===== src/rtl/sensor_drive_io_pkg.sv =====
// Constants for the two-pin sensor drive port.
// Assumes an APB slave with 32-bit data, one register per aligned word.
package sensor_drive_io_pkg;

  // Byte addresses of the registers
  localparam logic [7:0] port_output_control_addr = 8'h00;
  localparam logic [7:0] port_input_levels_addr = 8'h04;
  localparam logic [7:0] chip_mode_control_addr = 8'h08;

  // Field positions in the output control register
  localparam int data_a_bit = 1;
  localparam int data_b_bit = 2;
  localparam int dir_a_bit = 4;
  localparam int dir_b_bit = 5;

  // Field positions in the input levels register
  localparam int level_a_bit = 0;
  localparam int level_b_bit = 1;

  // Field positions in the mode control register
  localparam int ref_out_a_bit = 0;
  localparam int ref_in_b_bit = 1;

  // Values after reset
  localparam logic [1:0] data_reset = 2'h0;
  localparam logic [1:0] dir_reset = 2'h3;
  localparam logic [1:0] mode_reset = 2'h0;
  localparam logic [1:0] sync_reset = 2'h0;
  localparam logic pin_reset = 1'b0;
  localparam logic [31:0] rdata_reset = 32'h00000000;

endpackage


===== src/rtl/sensor_drive_io_port.sv =====
// Two-pin general purpose port used to drive or bias sensor elements,
// reached by software over APB.
// Assumes the pad ring resolves pin level from the output enables, and
// that analog reference switching is done by the pad from the mode outputs.
//
// Implementation choices: register access over APB and the register addresses.
`timescale 1ns/1ps
`default_nettype none

module sensor_drive_io_port (
  // Clock, reset and enable
  input wire logic pclk,
  input wire logic presetn,
  input wire logic clk_en,
  // APB slave
  input wire logic psel,
  input wire logic penable,
  input wire logic pwrite,
  input wire logic [31:0] paddr,
  input wire logic [31:0] pwdata,
  input wire logic [3:0] pstrb,
  output logic [31:0] prdata,
  output logic pready,
  output logic pslverr,
  // Pin a
  input wire logic sensor_drive_pin_a_in,
  output logic sensor_drive_pin_a_out,
  output logic sensor_drive_pin_a_oe,
  // Pin b
  input wire logic sensor_drive_pin_b_in,
  output logic sensor_drive_pin_b_out,
  output logic sensor_drive_pin_b_oe,
  // Analog switch controls for the pads
  output logic reference_out_on_pin_a,
  output logic reference_in_on_pin_b
);

  // Stored register fields, one bit per pin: [0] pin a, [1] pin b
  logic [1:0] data_bits;
  logic [1:0] dir_bits;
  logic [1:0] mode_bits;
  logic [1:0] next_data_bits;
  logic [1:0] next_dir_bits;
  logic [1:0] next_mode_bits;

  // Pin level synchroniser stages
  logic [1:0] pin_meta;
  logic [1:0] pin_sync;

  // Pin drive terms ahead of their output flip-flops
  logic [1:0] ref_active;
  logic [1:0] next_drive_en;
  logic [1:0] next_drive_val;

  // Bus decode
  logic access;
  logic wr_lane0;
  logic rd_setup;
  logic upper_zero;
  logic sel_out_ctl;
  logic sel_in_lvl;
  logic sel_mode;
  logic addr_ok;
  logic wr_out_ctl;
  logic wr_mode;

  // Read words of the three registers and the one selected
  logic [31:0] read_out_ctl;
  logic [31:0] read_in_lvl;
  logic [31:0] read_mode;
  logic [31:0] next_prdata;

  // Register map, one 32-bit word each, unused bits read as zero:
  //   0x00 output control: bit 1 data a, bit 2 data b,
  //        bit 4 direction a, bit 5 direction b
  //   0x04 input levels: bit 0 pin a, bit 1 pin b, read only
  //   0x08 mode control: bit 0 reference out on pin a,
  //        bit 1 reference in on pin b
  // Writes to the input levels word are dropped without an error.
  // Any other address answers with an error and changes nothing.

  // Transfer timing, counted in rising edges:
  //   setup edge: read data is loaded from the selected word
  //   access edge: a write lands in its register, the transfer ends
  //   next edge: output enables and levels follow the new fields
  // Back-to-back transfers need no idle cycle between them.
  // A pin change passes two edges of synchroniser before a setup edge
  // can load it into read data.

  // Limitations:
  //   only byte lane 0 carries fields, so a write without it is lost
  //   with the clock enable low nothing is taken while pready stays
  //   high, so a master must not start a transfer while frozen
  //   the error flag stands in the access phase only, never in setup
  //   the reference switching itself is analog and lives in the pad

  // Zero wait states; the access phase ends as soon as it starts.
  // A slave that never stalls keeps the master simple, at the cost of
  // loading read data one cycle early, in the setup phase.
  assign pready = 1'b1;

  // A transfer counts only while the clock enable is high
  assign access = psel & penable & clk_en;
  assign wr_lane0 = access & pwrite & pstrb[0];
  assign rd_setup = clk_en & psel & ~penable & ~pwrite;

  // Address decode; the low byte selects, the rest must be zero
  assign upper_zero = (paddr[31:8] == 24'h000000);
  always_comb begin
    sel_out_ctl = 1'b0;
    sel_in_lvl = 1'b0;
    sel_mode = 1'b0;
    case (paddr[7:0])
      sensor_drive_io_pkg::port_output_control_addr: sel_out_ctl = 1'b1;
      sensor_drive_io_pkg::port_input_levels_addr: sel_in_lvl = 1'b1;
      sensor_drive_io_pkg::chip_mode_control_addr: sel_mode = 1'b1;
      default: sel_out_ctl = 1'b0;
    endcase
  end
  assign addr_ok = upper_zero & (sel_out_ctl | sel_in_lvl | sel_mode);

  // Unmapped access errors in the access phase only
  assign pslverr = psel & penable & ~addr_ok;

  // Write strobes per register; input levels has none at all
  assign wr_out_ctl = wr_lane0 & addr_ok & sel_out_ctl;
  assign wr_mode = wr_lane0 & addr_ok & sel_mode;

  // Next data bits. They are written whatever the direction, so a value
  // loaded while a pin is input only or in reference mode is driven
  // once digital output returns.
  always_comb begin
    next_data_bits = data_bits;
    if (wr_out_ctl) begin
      next_data_bits[0] = pwdata[sensor_drive_io_pkg::data_a_bit];
      next_data_bits[1] = pwdata[sensor_drive_io_pkg::data_b_bit];
    end
  end

  // Next direction bits, one per pin
  always_comb begin
    next_dir_bits = dir_bits;
    if (wr_out_ctl) begin
      next_dir_bits[0] = pwdata[sensor_drive_io_pkg::dir_a_bit];
      next_dir_bits[1] = pwdata[sensor_drive_io_pkg::dir_b_bit];
    end
  end

  // Next mode control fields
  always_comb begin
    next_mode_bits = mode_bits;
    if (wr_mode) begin
      next_mode_bits[0] = pwdata[sensor_drive_io_pkg::ref_out_a_bit];
      next_mode_bits[1] = pwdata[sensor_drive_io_pkg::ref_in_b_bit];
    end
  end

  // Stored data bits; cleared at reset so a pin first drives low
  always_ff @(posedge pclk or negedge presetn) begin
    if (!presetn) begin
      data_bits <= sensor_drive_io_pkg::data_reset;
    end else if (clk_en) begin
      data_bits <= next_data_bits;
    end
  end

  // Direction bits; set at reset so every pin starts as output
  always_ff @(posedge pclk or negedge presetn) begin
    if (!presetn) begin
      dir_bits <= sensor_drive_io_pkg::dir_reset;
    end else if (clk_en) begin
      dir_bits <= next_dir_bits;
    end
  end

  // Mode bits for reference routing; digital function after reset
  always_ff @(posedge pclk or negedge presetn) begin
    if (!presetn) begin
      mode_bits <= sensor_drive_io_pkg::mode_reset;
    end else if (clk_en) begin
      mode_bits <= next_mode_bits;
    end
  end

  // Pins come from outside the clock domain, so two flip-flops stand
  // before any logic. No debounce: a glitch that lands on an edge is
  // reported as it is, and filtering is left to the board.
  always_ff @(posedge pclk or negedge presetn) begin
    if (!presetn) begin
      pin_meta <= sensor_drive_io_pkg::sync_reset;
    end else if (clk_en) begin
      pin_meta <= {sensor_drive_pin_b_in, sensor_drive_pin_a_in};
    end
  end

  // Second stage; the only reader of the first
  always_ff @(posedge pclk or negedge presetn) begin
    if (!presetn) begin
      pin_sync <= sensor_drive_io_pkg::sync_reset;
    end else if (clk_en) begin
      pin_sync <= pin_meta;
    end
  end

  // Reference mode wins over the digital function of its pin.
  // The input side is never switched off, so a driven pin still reads
  // back the level that really stands on it. Stored data is untouched
  // here, so it returns when output resumes.
  assign ref_active = mode_bits;
  always_comb begin
    next_drive_en = dir_bits & ~ref_active;
    next_drive_val = data_bits;
  end

  // Output enables; registered so the pads see no decode glitches
  always_ff @(posedge pclk or negedge presetn) begin
    if (!presetn) begin
      sensor_drive_pin_a_oe <= sensor_drive_io_pkg::pin_reset;
      sensor_drive_pin_b_oe <= sensor_drive_io_pkg::pin_reset;
    end else if (clk_en) begin
      sensor_drive_pin_a_oe <= next_drive_en[0];
      sensor_drive_pin_b_oe <= next_drive_en[1];
    end
  end

  // Driven levels follow the stored data even while the driver is off
  always_ff @(posedge pclk or negedge presetn) begin
    if (!presetn) begin
      sensor_drive_pin_a_out <= sensor_drive_io_pkg::pin_reset;
      sensor_drive_pin_b_out <= sensor_drive_io_pkg::pin_reset;
    end else if (clk_en) begin
      sensor_drive_pin_a_out <= next_drive_val[0];
      sensor_drive_pin_b_out <= next_drive_val[1];
    end
  end

  // Analog switch controls; high hands the pin to the reference
  always_ff @(posedge pclk or negedge presetn) begin
    if (!presetn) begin
      reference_out_on_pin_a <= sensor_drive_io_pkg::pin_reset;
      reference_in_on_pin_b <= sensor_drive_io_pkg::pin_reset;
    end else if (clk_en) begin
      reference_out_on_pin_a <= ref_active[0];
      reference_in_on_pin_b <= ref_active[1];
    end
  end

  // Output control word; every bit outside a field reads as zero
  always_comb begin
    read_out_ctl = 32'h00000000;
    read_out_ctl[sensor_drive_io_pkg::data_a_bit] = data_bits[0];
    read_out_ctl[sensor_drive_io_pkg::data_b_bit] = data_bits[1];
    read_out_ctl[sensor_drive_io_pkg::dir_a_bit] = dir_bits[0];
    read_out_ctl[sensor_drive_io_pkg::dir_b_bit] = dir_bits[1];
  end

  // Input levels come from the second synchroniser stage only.
  // The register has no write path, so a write to it is simply lost.
  always_comb begin
    read_in_lvl = 32'h00000000;
    read_in_lvl[sensor_drive_io_pkg::level_a_bit] = pin_sync[0];
    read_in_lvl[sensor_drive_io_pkg::level_b_bit] = pin_sync[1];
  end

  // Mode control word
  always_comb begin
    read_mode = 32'h00000000;
    read_mode[sensor_drive_io_pkg::ref_out_a_bit] = mode_bits[0];
    read_mode[sensor_drive_io_pkg::ref_in_b_bit] = mode_bits[1];
  end

  // Read mux; an unmapped address reads zero alongside its error
  always_comb begin
    next_prdata = 32'h00000000;
    if (addr_ok && sel_out_ctl) begin
      next_prdata = read_out_ctl;
    end else if (addr_ok && sel_in_lvl) begin
      next_prdata = read_in_lvl;
    end else if (addr_ok && sel_mode) begin
      next_prdata = read_mode;
    end
  end

  // Read data is loaded in the setup cycle, so it already stands when the
  // zero-wait access phase samples it; it then holds until the next read.
  always_ff @(posedge pclk or negedge presetn) begin
    if (!presetn) begin
      prdata <= sensor_drive_io_pkg::rdata_reset;
    end else if (rd_setup) begin
      prdata <= next_prdata;
    end
  end

endmodule

`default_nettype wire


===== config.mk =====
export PLATFORM = sky130hd
export DESIGN_NAME = sensor_drive_io_port
export DESIGN_NICKNAME = d
export VERILOG_FILES = /design/src/rtl/sensor_drive_io_pkg.sv /design/src/rtl/sensor_drive_io_port.sv
export SDC_FILE = /design/constraint.sdc
export NUM_CORES = 1
export LEC_CHECK = 0
export BUFFER_PORTS_ARGS = -buffer_cell sky130_fd_sc_hd__clkbuf_2
export CAP_MARGIN = 20
export CORE_UTILIZATION = 36
export CTS_CLUSTER_SIZE = 12
export DETAILED_ROUTE_END_ITERATION = 7
export MAX_ROUTING_LAYER = met4
export PLACE_DENSITY = 0.86
export SYNTH_ARGS = -nofsm -noshare
export SYNTH_HDL_FRONTEND = slang
export SYNTH_SLANG_ARGS = --single-unit

===== constraint.sdc =====
create_clock -name pclk -period 1.38 [get_ports pclk]
set_input_delay 0.207 -clock pclk [delete_from_list [all_inputs] [get_ports pclk]]
set_output_delay 0.207 -clock pclk [all_outputs]
set_load 0.05 [all_outputs]

==> flow_summary.toml, run 1 <==
[status]
outcome = "finished, violations left"
violations = "setup timing"

[synth]
yosys_warnings = 0
yosysSeqAreaShare_pct = 43.7
yosys.area.top_type = "dfrtp_1"
synthTopCellsByArea = "dfrtp_1 (39%), buf_4 (17%), mux2_2 (13%)"
synth_ff_type = "dfrtp_1"
avgSynthCellArea_um2 = 10.9
syn_area_um2 = 1210
synth-edff-count = 0
synthCells = 111
synth_top_area_share_pct = 39.3
synthArstFlopShare_pct = 100
yosysUniqueCellTypes = 27
ys_seq_elements = 21

[final_layout]
drive_gt1_share_pct = 58.4
final_nets = 262
fillers = 294
diodes = 0
final_util_pct = 57.5
area_growth_pct = 48.9

[sta]
finalSetupViolations = 7
skew_ns = 0.00504
worst_pin_slew_ns = 0.504
maxSlewHeadroom_pct = 66.4
period_needed_ns = 1.49
fmax_mhz = 673
period_share_pct = 108
finalHoldViolations = 0
setup_tns_ns = -0.333
finalWorstSetupSlack_ns = -0.106
drv_slew = 0
rsz0062_at_grt = "true"

[critical_path]
critPathMaxStageDelay_ns = 0.26
slowest_stage = "nor4_4"
crit_top_cell = "buf_6"
critical_path_arrival_ns = 1.28
critPathLaunchType = "input port"
crit_type = "in2out"
crit_chain = "buf_6 > nor4_4 > nand4_1 > buf_6 > a211oi_4 > nor2_2 > buf_8"
endpoint_kind = "output pin"
r2r_setup_slack_ns = 0.41
path_max_fanout = 4
cp.required_ns = 1.17

[global_routing]
grt.total_usage_pct = 17.5
grt_pass1_vias = 1067
grt_overflow = 0
grt_max_degree = 22
grt_pass1_wl_um = 4640
antenna_found_initial = 0

[floorplan]
die_area_um2 = 3590
row_count = 20
initial_core_util_pct = 38.6
io-pin-count = 116
dieHeight_um = 59.9
core_um2 = 3130
die_x_um = 59.9

[flow_run]
drv_cap = 0

[place]
dp_hpwl_um = 2110
place_ws_ns = -0.411
place_congestion = 0.815
portBuffers = 57

[pwr]
powerDensity_nw_per_um2 = 717
irDropWorstVdd_mv = 0.399
power_leakage_nw = 0.900

[routing]
wl_per_cell_um = 12.3
firstDrtPassIters = 4
postRouteWirelength_um = 2820
ant_nets = 0
drc = 0
drtIter0Drc = 10
vias = 1029
avgViaCountPerCell = 4.49

[clock_tree]
cts.sinks = 21
cts_made_buffers = 3
clk_latency_ns = 0.30
root_buffer = "clkbuf_4"
cts_tree = "built"
clock_path_buffers = 2
htreeDepth = 1
path_clk_slew_ns = 0.12

[hold_path]
hold_path.class = "in2reg"
-- flip-flops by register name, summed over array words and instances, names as in the netlist --
signal	flops
prdata	5
sensor_drive_pin_a_out	1
pin_meta	2
dir_bits	2
pin_sync	2
data_bits	2
reference_out_on_pin_a	1
sensor_drive_pin_a_oe	1
sensor_drive_pin_b_out	1
reference_in_on_pin_b	1
mode_bits	2
sensor_drive_pin_b_oe	1
-- path summary, 6_finish.rpt --
path | endpoint | startpoint | cells past startpoint
hold reg to reg | prdata[0] | prdata[0] | 2
max in group asynchronous | dir_bits[1] | presetn | 2
hold / removal | pin_meta[0] | sensor_drive_pin_a_in | 2
min in group asynchronous | mode_bits[0] | presetn | 2
setup reg to reg | prdata[1] | mode_bits[1] | 4
setup / recovery | pslverr | paddr[15] | 7
-- cell usage in the layout (no fill, tap or decap) --
cell / netlist / routed
or2_2: 1 / 1
o21ai_0: 2 / 2
nand2_1: 4 / 4
conb_1: 2 / 28
mux2_4: 0 / 6
inv_1: 2 / 2
buf_8: 0 / 1
clkinv_2: 0 / 1
or3b_4: 0 / 1
mux2i_1: 1 / 1
buf_4: 28 / 11
and3_1: 1 / 1
and2_1: 3 / 3
dfstp_2: 2 / 2
dlygate4sd3_1: 0 / 1
o31ai_1: 2 / 2
nor2_2: 0 / 1
clkbuf_4: 0 / 3
dfrtp_1: 19 / 19
nor4bb_1: 1 / 1
nor4_1: 8 / 1
nor4_4: 1 / 9
nand4_1: 3 / 3
nor2b_1: 1 / 1
mux2_2: 14 / 8
nor2_1: 4 / 3
buf_6: 0 / 10
a211oi_4: 0 / 1
nand4bb_1: 1 / 1
clkbuf_2: 0 / 50
a31o_2: 3 / 3
nand3b_1: 2 / 2
a21oi_1: 2 / 2
-- cells in the mapped netlist (2+ instances only) --
master and n:
a21oi_1 2, a31o_2 3, and2_1 3, buf_4 28, conb_1 2, dfrtp_1 19, dfstp_2 2, inv_1 2
mux2_2 14, nand2_1 4, nand3b_1 2, nand4_1 3, nor2_1 4, nor4_1 8, o21ai_0 2, o31ai_1 2
-- final cells by class --
cell class | count | area (um2) | share of cell area (%)
clock buffer | 3 | 22.5 | 1.25
timing repair buffer | 73 | 470 | 26.1
tap | 44 | 55.1 | 3.06
sequential | 21 | 528 | 29.3
clock inverter | 1 | 5.00 | 0.278
inverter | 2 | 7.51 | 0.417
multi-input combinational | 85 | 711 | 39.5
-- cell families after synthesis --
logic type	Yosys count	synth area share [%]
flops	21	43.7
simple gates	32	17.8
buf+inv	31	18.3
other cells	2	0.621
compound gates	10	5.69
mux	15	13.9
-- per-layer routing --
| metal | GRT usage [%] | vias to the layer above | routed length [um] |
|---|---|---|---|
| met5 | - | - | 0 |
| li1 | - | 492 | - |
| met3 | 2.81 | 4 | 120 |
| met4 | 4.65 | 0 | 45 |
| met1 | 21.7 | 490 | 1190 |
| met2 | 29.7 | 43 | 1470 |
-- stage by stage --
stage                     area (um2)  power [mW]  hold slack, ns  std cells
after floorplan                 1360       0.920         -0.0886        137
after global routing            1800        1.35           0.113        229
after CTS                       1700        1.28           0.117        228
final                           1800        1.29           0.129        229
after detailed placement        1560       0.975           0.199        219
after global placement          1560       0.970           0.197        219
-- timing repair --
item | in CTS | in global routing
gates resized for setup | 15 | 17
buffers inserted | 4 | 1
endpoints found under the hold margin | 19 | 0
pin swaps | 7 | 5
hold buffers | 1 | 0
endpoints found under the setup margin | 7 | 7
-- power by group --
part | switching (mW) | leakage, nW | internal, mW
Clock | 0.183 | 0.0177 | 0.108
Sequential | 0.00718 | 0.277 | 0.630
Combinational | 0.258 | 0.605 | 0.105
Total | 0.448 | 0.900 | 0.843
-- critical path: cells and delay by family --
family          cells  cell delay (ns)
compound gates      1             0.21
buf+inv             3             0.41
simple gates        3             0.46
No activity file was read; power rests on OpenSTA's default activity.
==> run 2: changes to the inputs <==
--- a/config.mk
+++ b/config.mk
@@ -15,3 +15,4 @@
 export SYNTH_ARGS = -nofsm -noshare
 export SYNTH_HDL_FRONTEND = slang
 export SYNTH_SLANG_ARGS = --single-unit
+export TNS_END_PERCENT = 30
==> run 2 against run 1 <==
Net effect:
- the run still ends with setup timing left
- highest routed layer unchanged
- fmax decreased by 2.3%
- hold slack got worse by 0.015 ns
- power increased by 1.6%
- clock power increased by 9.0%
- flip-flop and latch count unchanged
- largest power group unchanged
- first-iteration DRC count unchanged
- final cell count decreased by 0.44%
- combinational power decreased by 2%
==> flow_summary.toml, run 2 (same netlist as run 1, synthesis figures left out) <==
[status]
outcome = "finished, violations left"
violations = "setup timing"

[flow_run]
drv_cap = 0

[sta]
worst_pin_slew_ns = 0.514
drv_slew = 0
setup_tns_ns = -0.608
finalHoldViolations = 0
fin_hold_ws_ns = 0.114
finalWorstSetupSlack_ns = -0.140
period_needed_ns = 1.52
finalSetupViolations = 7
maxSlewHeadroom_pct = 65.7
rsz0062_at_grt = "true"
fmax_mhz = 658
period_share_pct = 110
skew_ns = 0.0112

[final_layout]
fillers = 288
area_growth_pct = 45.3
final_cell_mix = "clkbuf_2 (52), conb_1 (28), dfrtp_1 (19)"
fin_area_um2 = 1760
largest-register = "prdata"
final_util_pct = 56.2
drive_gt1_share_pct = 57.1
diodes = 0
final_nets = 261
largest_register_ffs = 5
final_common_cell = "clkbuf_2"

[floorplan]
initial_core_util_pct = 38.6
die_area_um2 = 3590
row_count = 20
dieHeight_um = 59.9
io-pin-count = 116
die_x_um = 59.9
core_um2 = 3130

[clock_tree]
cts_made_buffers = 3
root_buffer = "clkbuf_4"
cts.sinks = 21
htreeDepth = 1
clock_path_buffers = 2
clk_latency_ns = 0.32
path_clk_slew_ns = 0.13
cts_tree = "built"

[critical_path]
crit_top_cell = "buf_6"
endpoint_kind = "output pin"
cp.required_ns = 1.17
critPathLaunchType = "input port"
crit_chain = "buf_6 > nor4_4 > nand4_1 > buf_6 > a211oi_4 > nor2_1 > clkbuf_8"
path_delay_family = "simple AND/OR/NAND/NOR gates"
critPathBufInv = 3
path_max_fanout = 3
crit_type = "in2out"
slowest_stage = "nor4_4"
critPathMaxStageDelay_ns = 0.27
critical_path_arrival_ns = 1.31

[pwr]
p_sw_mw = 0.470
p_int_mw = 0.841
combPwrFrac_pct = 27.2
power_leakage_nw = 0.886
seqPwrFrac_pct = 48.7
powerDensity_nw_per_um2 = 746
switching_share_pct = 35.9
irDropWorstVdd_mv = 0.509
clockPowerShare_pct = 24.1

[routing]
drc = 0
drtIter0Drc = 10
avgViaCountPerCell = 4.43
postRouteWirelength_um = 2800
wl_per_cell_um = 12.3
vias = 1010
firstDrtPassIters = 4
ant_nets = 0

[place]
portBuffers = 57
dp_hpwl_um = 2120
place_congestion = 0.727
post_dp_cell_area_um2 = 1570
place_ws_ns = -0.380

[global_routing]
antenna_found_initial = 0
grt_pass1_vias = 955
grt_pass1_wl_um = 4200
grt_max_degree = 22
grt_overflow = 0
grt.total_usage_pct = 16.7

[hold_path]
hold_path.class = "in2reg"
==> run 2: cell types whose count changed in the layout (fill, tap and decap cells not counted), sizes merged <==
cell    change
clkbuf      +3
buf         -4
==> run 2: repair_timing <==
| action | in CTS | in global routing |
|---|---|---|
| gates resized for setup | 8 | 17 |
| buffers inserted | 1 | 1 |
| hold buffers | 1 | 0 |
| pin swaps | 5 | 4 |
| endpoints found under the setup margin | 5 | 7 |
| endpoints found under the hold margin | 19 | 0 |
==> run 2: per-stage QoR <==
step | std cells | total power [mW]
finish | 228 | 1.31
global route | 228 | 1.36
CTS | 227 | 1.29
detailed placement | 221 | 0.977
global placement | 221 | 0.971
floorplan | 137 | 0.919
==> run 2: cell type report <==
type	count	area [um2]	area share [%]
timing repair buffer	72	445	25.4
tap	44	55.1	3.13
multi-input combinational	85	693	39.5
inverter	2	7.51	0.427
clock buffer	3	22.5	1.28
sequential	21	528	30.1
clock inverter	1	5.00	0.285
==> run 2: path summary, 6_finish.rpt <==
path                               from           end  slack, ns  cells past startpoint
min in group asynchronous       presetn     prdata[2]       0.37                      2
max                           paddr[19]       pslverr      -0.14                      7
max reg2reg                data_bits[0]     prdata[1]       0.45                      4
min reg2reg                   prdata[1]     prdata[1]       0.49                      2
max in group asynchronous       presetn   dir_bits[0]       0.65                      2
min                           pwdata[2]  data_bits[1]       0.11                      2
==> run 2: power by group through the flow <==
stage | sequential [mW] | clock [mW] | combinational [mW]
2_1_floorplan | 0.647 | 0 | 0.272
3_3_place_gp | 0.649 | 0 | 0.323
3_5_place_dp | 0.650 | 0 | 0.327
4_1_cts | 0.638 | 0.315 | 0.337
5_1_grt | 0.640 | 0.337 | 0.382
6_report | 0.638 | 0.316 | 0.357
==> run 2: per-layer routing <==
metal  part of all wire [%]  routed length, um  vias up  GRT usage, %
li1                       -                  -      488             -
met1                     41               1150      473          19.9
met2                     51               1430       41          26.8
met3                    4.3                120        8          1.95
met4                    3.4                 94        0          10.3
met5                      0                  0        -             -
==> run 3: changes to the inputs <==
--- a/config.mk
+++ b/config.mk
@@ -7,6 +7,7 @@
 export LEC_CHECK = 0
 export BUFFER_PORTS_ARGS = -buffer_cell sky130_fd_sc_hd__clkbuf_2
 export CAP_MARGIN = 20
+export CORE_ASPECT_RATIO = 1.4
 export CORE_UTILIZATION = 36
 export CTS_CLUSTER_SIZE = 12
 export DETAILED_ROUTE_END_ITERATION = 7
==> run 3 against run 2 <==
Net effect:
- via count up 1.1%
- utilization down 2.2 points
- critical endpoint unchanged
- sequential power is essentially flat
- clock-buffer cell count is the same
- clock skew fell by 0.0094 ns
- setup slack improved by 0.0070 ns
- global-route usage decreased by 0.93 points
- the flow still finishes with violations (setup timing)
- cell area fell by 3.2%
==> flow_summary.toml, run 3 (same netlist as run 1, synthesis figures left out) <==
[status]
outcome = "finished, violations left"
violations = "setup timing"

[clock_tree]
cts_tree = "built"
path_clk_slew_ns = 0.07
root_buffer = "clkbuf_8"
clock_path_buffers = 2
htreeDepth = 1
cts_made_buffers = 3
cts.sinks = 21
clk_latency_ns = 0.26

[sta]
drv_slew = 0
finalSetupViolations = 7
rsz0062_at_grt = "true"
period_share_pct = 110
setup_tns_ns = -0.558
finalHoldViolations = 0
skew_ns = 0.00188
fmax_mhz = 661
fin_hold_ws_ns = 0.176
finalWorstSetupSlack_ns = -0.133
period_needed_ns = 1.51

[final_layout]
largest-register = "prdata"
largest_register_ffs = 5
diodes = 0
final_cell_mix = "clkbuf_2 (54), conb_1 (28), dfrtp_1 (19)"
regArea_um2 = 528
multiInputGateArea_um2 = 648
fin_area_um2 = 1700
final_nets = 260
final_common_cell = "clkbuf_2"
area_growth_pct = 40.7
drive_gt1_share_pct = 57.9
fillers = 287

[critical_path]
critPathBufInv = 3
critical_path_arrival_ns = 1.31
endpoint_kind = "output pin"
path_max_fanout = 4
crit_type = "in2out"
cp.required_ns = 1.17
slowest_stage = "nor4_4"
path_delay_family = "simple AND/OR/NAND/NOR gates"
critPathMaxStageDelay_ns = 0.26
crit_chain = "clkbuf_2 > nor4_4 > nand4_1 > buf_6 > a211oi_2 > nor2_1 > clkbuf_8"
critPathLaunchType = "input port"

[routing]
firstDrtPassIters = 3
ant_nets = 0
drc = 0
wl_per_cell_um = 11.9
drtIter0Drc = 14
vias = 1021
postRouteWirelength_um = 2650
avgViaCountPerCell = 4.60

[place]
place_ws_ns = -0.404
dp_hpwl_um = 2200
portBuffers = 57
post_dp_cell_area_um2 = 1570
place_congestion = 0.790

[global_routing]
grt_pass1_vias = 990
grt_pass1_wl_um = 4040
grt.total_usage_pct = 15.7
grt_overflow = 0
antenna_found_initial = 0
grt_max_degree = 22

[pwr]
switching_share_pct = 32.6
powerDensity_nw_per_um2 = 807
seqPwrFrac_pct = 46.4
p_sw_mw = 0.447
power_leakage_nw = 0.868
irDropWorstVdd_mv = 1.03
clockPowerShare_pct = 28.6
p_int_mw = 0.926
combPwrFrac_pct = 24.9

[floorplan]
die_x_um = 51.0
initial_core_util_pct = 38.3
io-pin-count = 116
die_area_um2 = 3600
core_um2 = 3150
row_count = 24
dieHeight_um = 70.6

[flow_run]
drv_cap = 0

[hold_path]
hold_path.class = "in2reg"
[run 3: per-stage QoR]
step / cells / total power [mW] / utilization [%]
2_1_floorplan: 137 / 0.919 / -
3_3_place_gp: 216 / 0.973 / 49.7
3_5_place_dp: 216 / 0.978 / 49.7
4_1_cts: 222 / 1.38 / 53.0
5_1_grt: 222 / 1.42 / 53.9
6_report: 222 / 1.37 / 53.9
[run 3: cell type report]
class | instances | share of cell area [%]
Clock buffer | 3 | 2.43
Clock inverter | 1 | 0.294
Inverter | 2 | 0.442
Multi-Input combinational cell | 85 | 38.1
Sequential cell | 21 | 31.1
Tap cell | 39 | 2.87
Timing Repair Buffer | 71 | 24.8
[run 3: worst paths after layout]
path	from	end	slack, ns	depth (start not counted)
max	paddr[7]	pslverr	-0.13	7
min	sensor_drive_pin_b_in	pin_meta[1]	0.18	2
max reg2reg	mode_bits[1]	prdata[1]	0.42	4
min reg2reg	prdata[1]	prdata[1]	0.50	2
max in group asynchronous	presetn	dir_bits[0]	0.60	2
min in group asynchronous	presetn	reference_in_on_pin_b	0.43	2
[run 3: power groups by stage]
| stage | clock network (mW) | logic, mW | registers, mW |
|---|---|---|---|
| global placement | 0 | 0.325 | 0.648 |
| floorplan | 0 | 0.272 | 0.647 |
| detailed placement | 0 | 0.329 | 0.649 |
| global route | 0.424 | 0.363 | 0.638 |
| finish | 0.393 | 0.342 | 0.637 |
| CTS | 0.406 | 0.338 | 0.637 |
[run 3: metal layers]
layer / share of wire [%] / wire, um / GRT usage [%] / up-vias
li1: - / - / - / 484
met4: 2.7 / 72 / 11.1 / 0
met3: 8.6 / 228 / 1.08 / 4
met5: 0 / 0 / - / -
met1: 36 / 946 / 15.7 / 465
met2: 53 / 1400 / 27.9 / 68
[run 3: what timing repair did]
action,4_1_cts,5_1_grt
pin swaps,5,9
hold buffers,1,0
gates resized for setup,8,8
buffers inserted,1,0
hold endpoints to repair,19,0
endpoints found under the setup margin,8,10
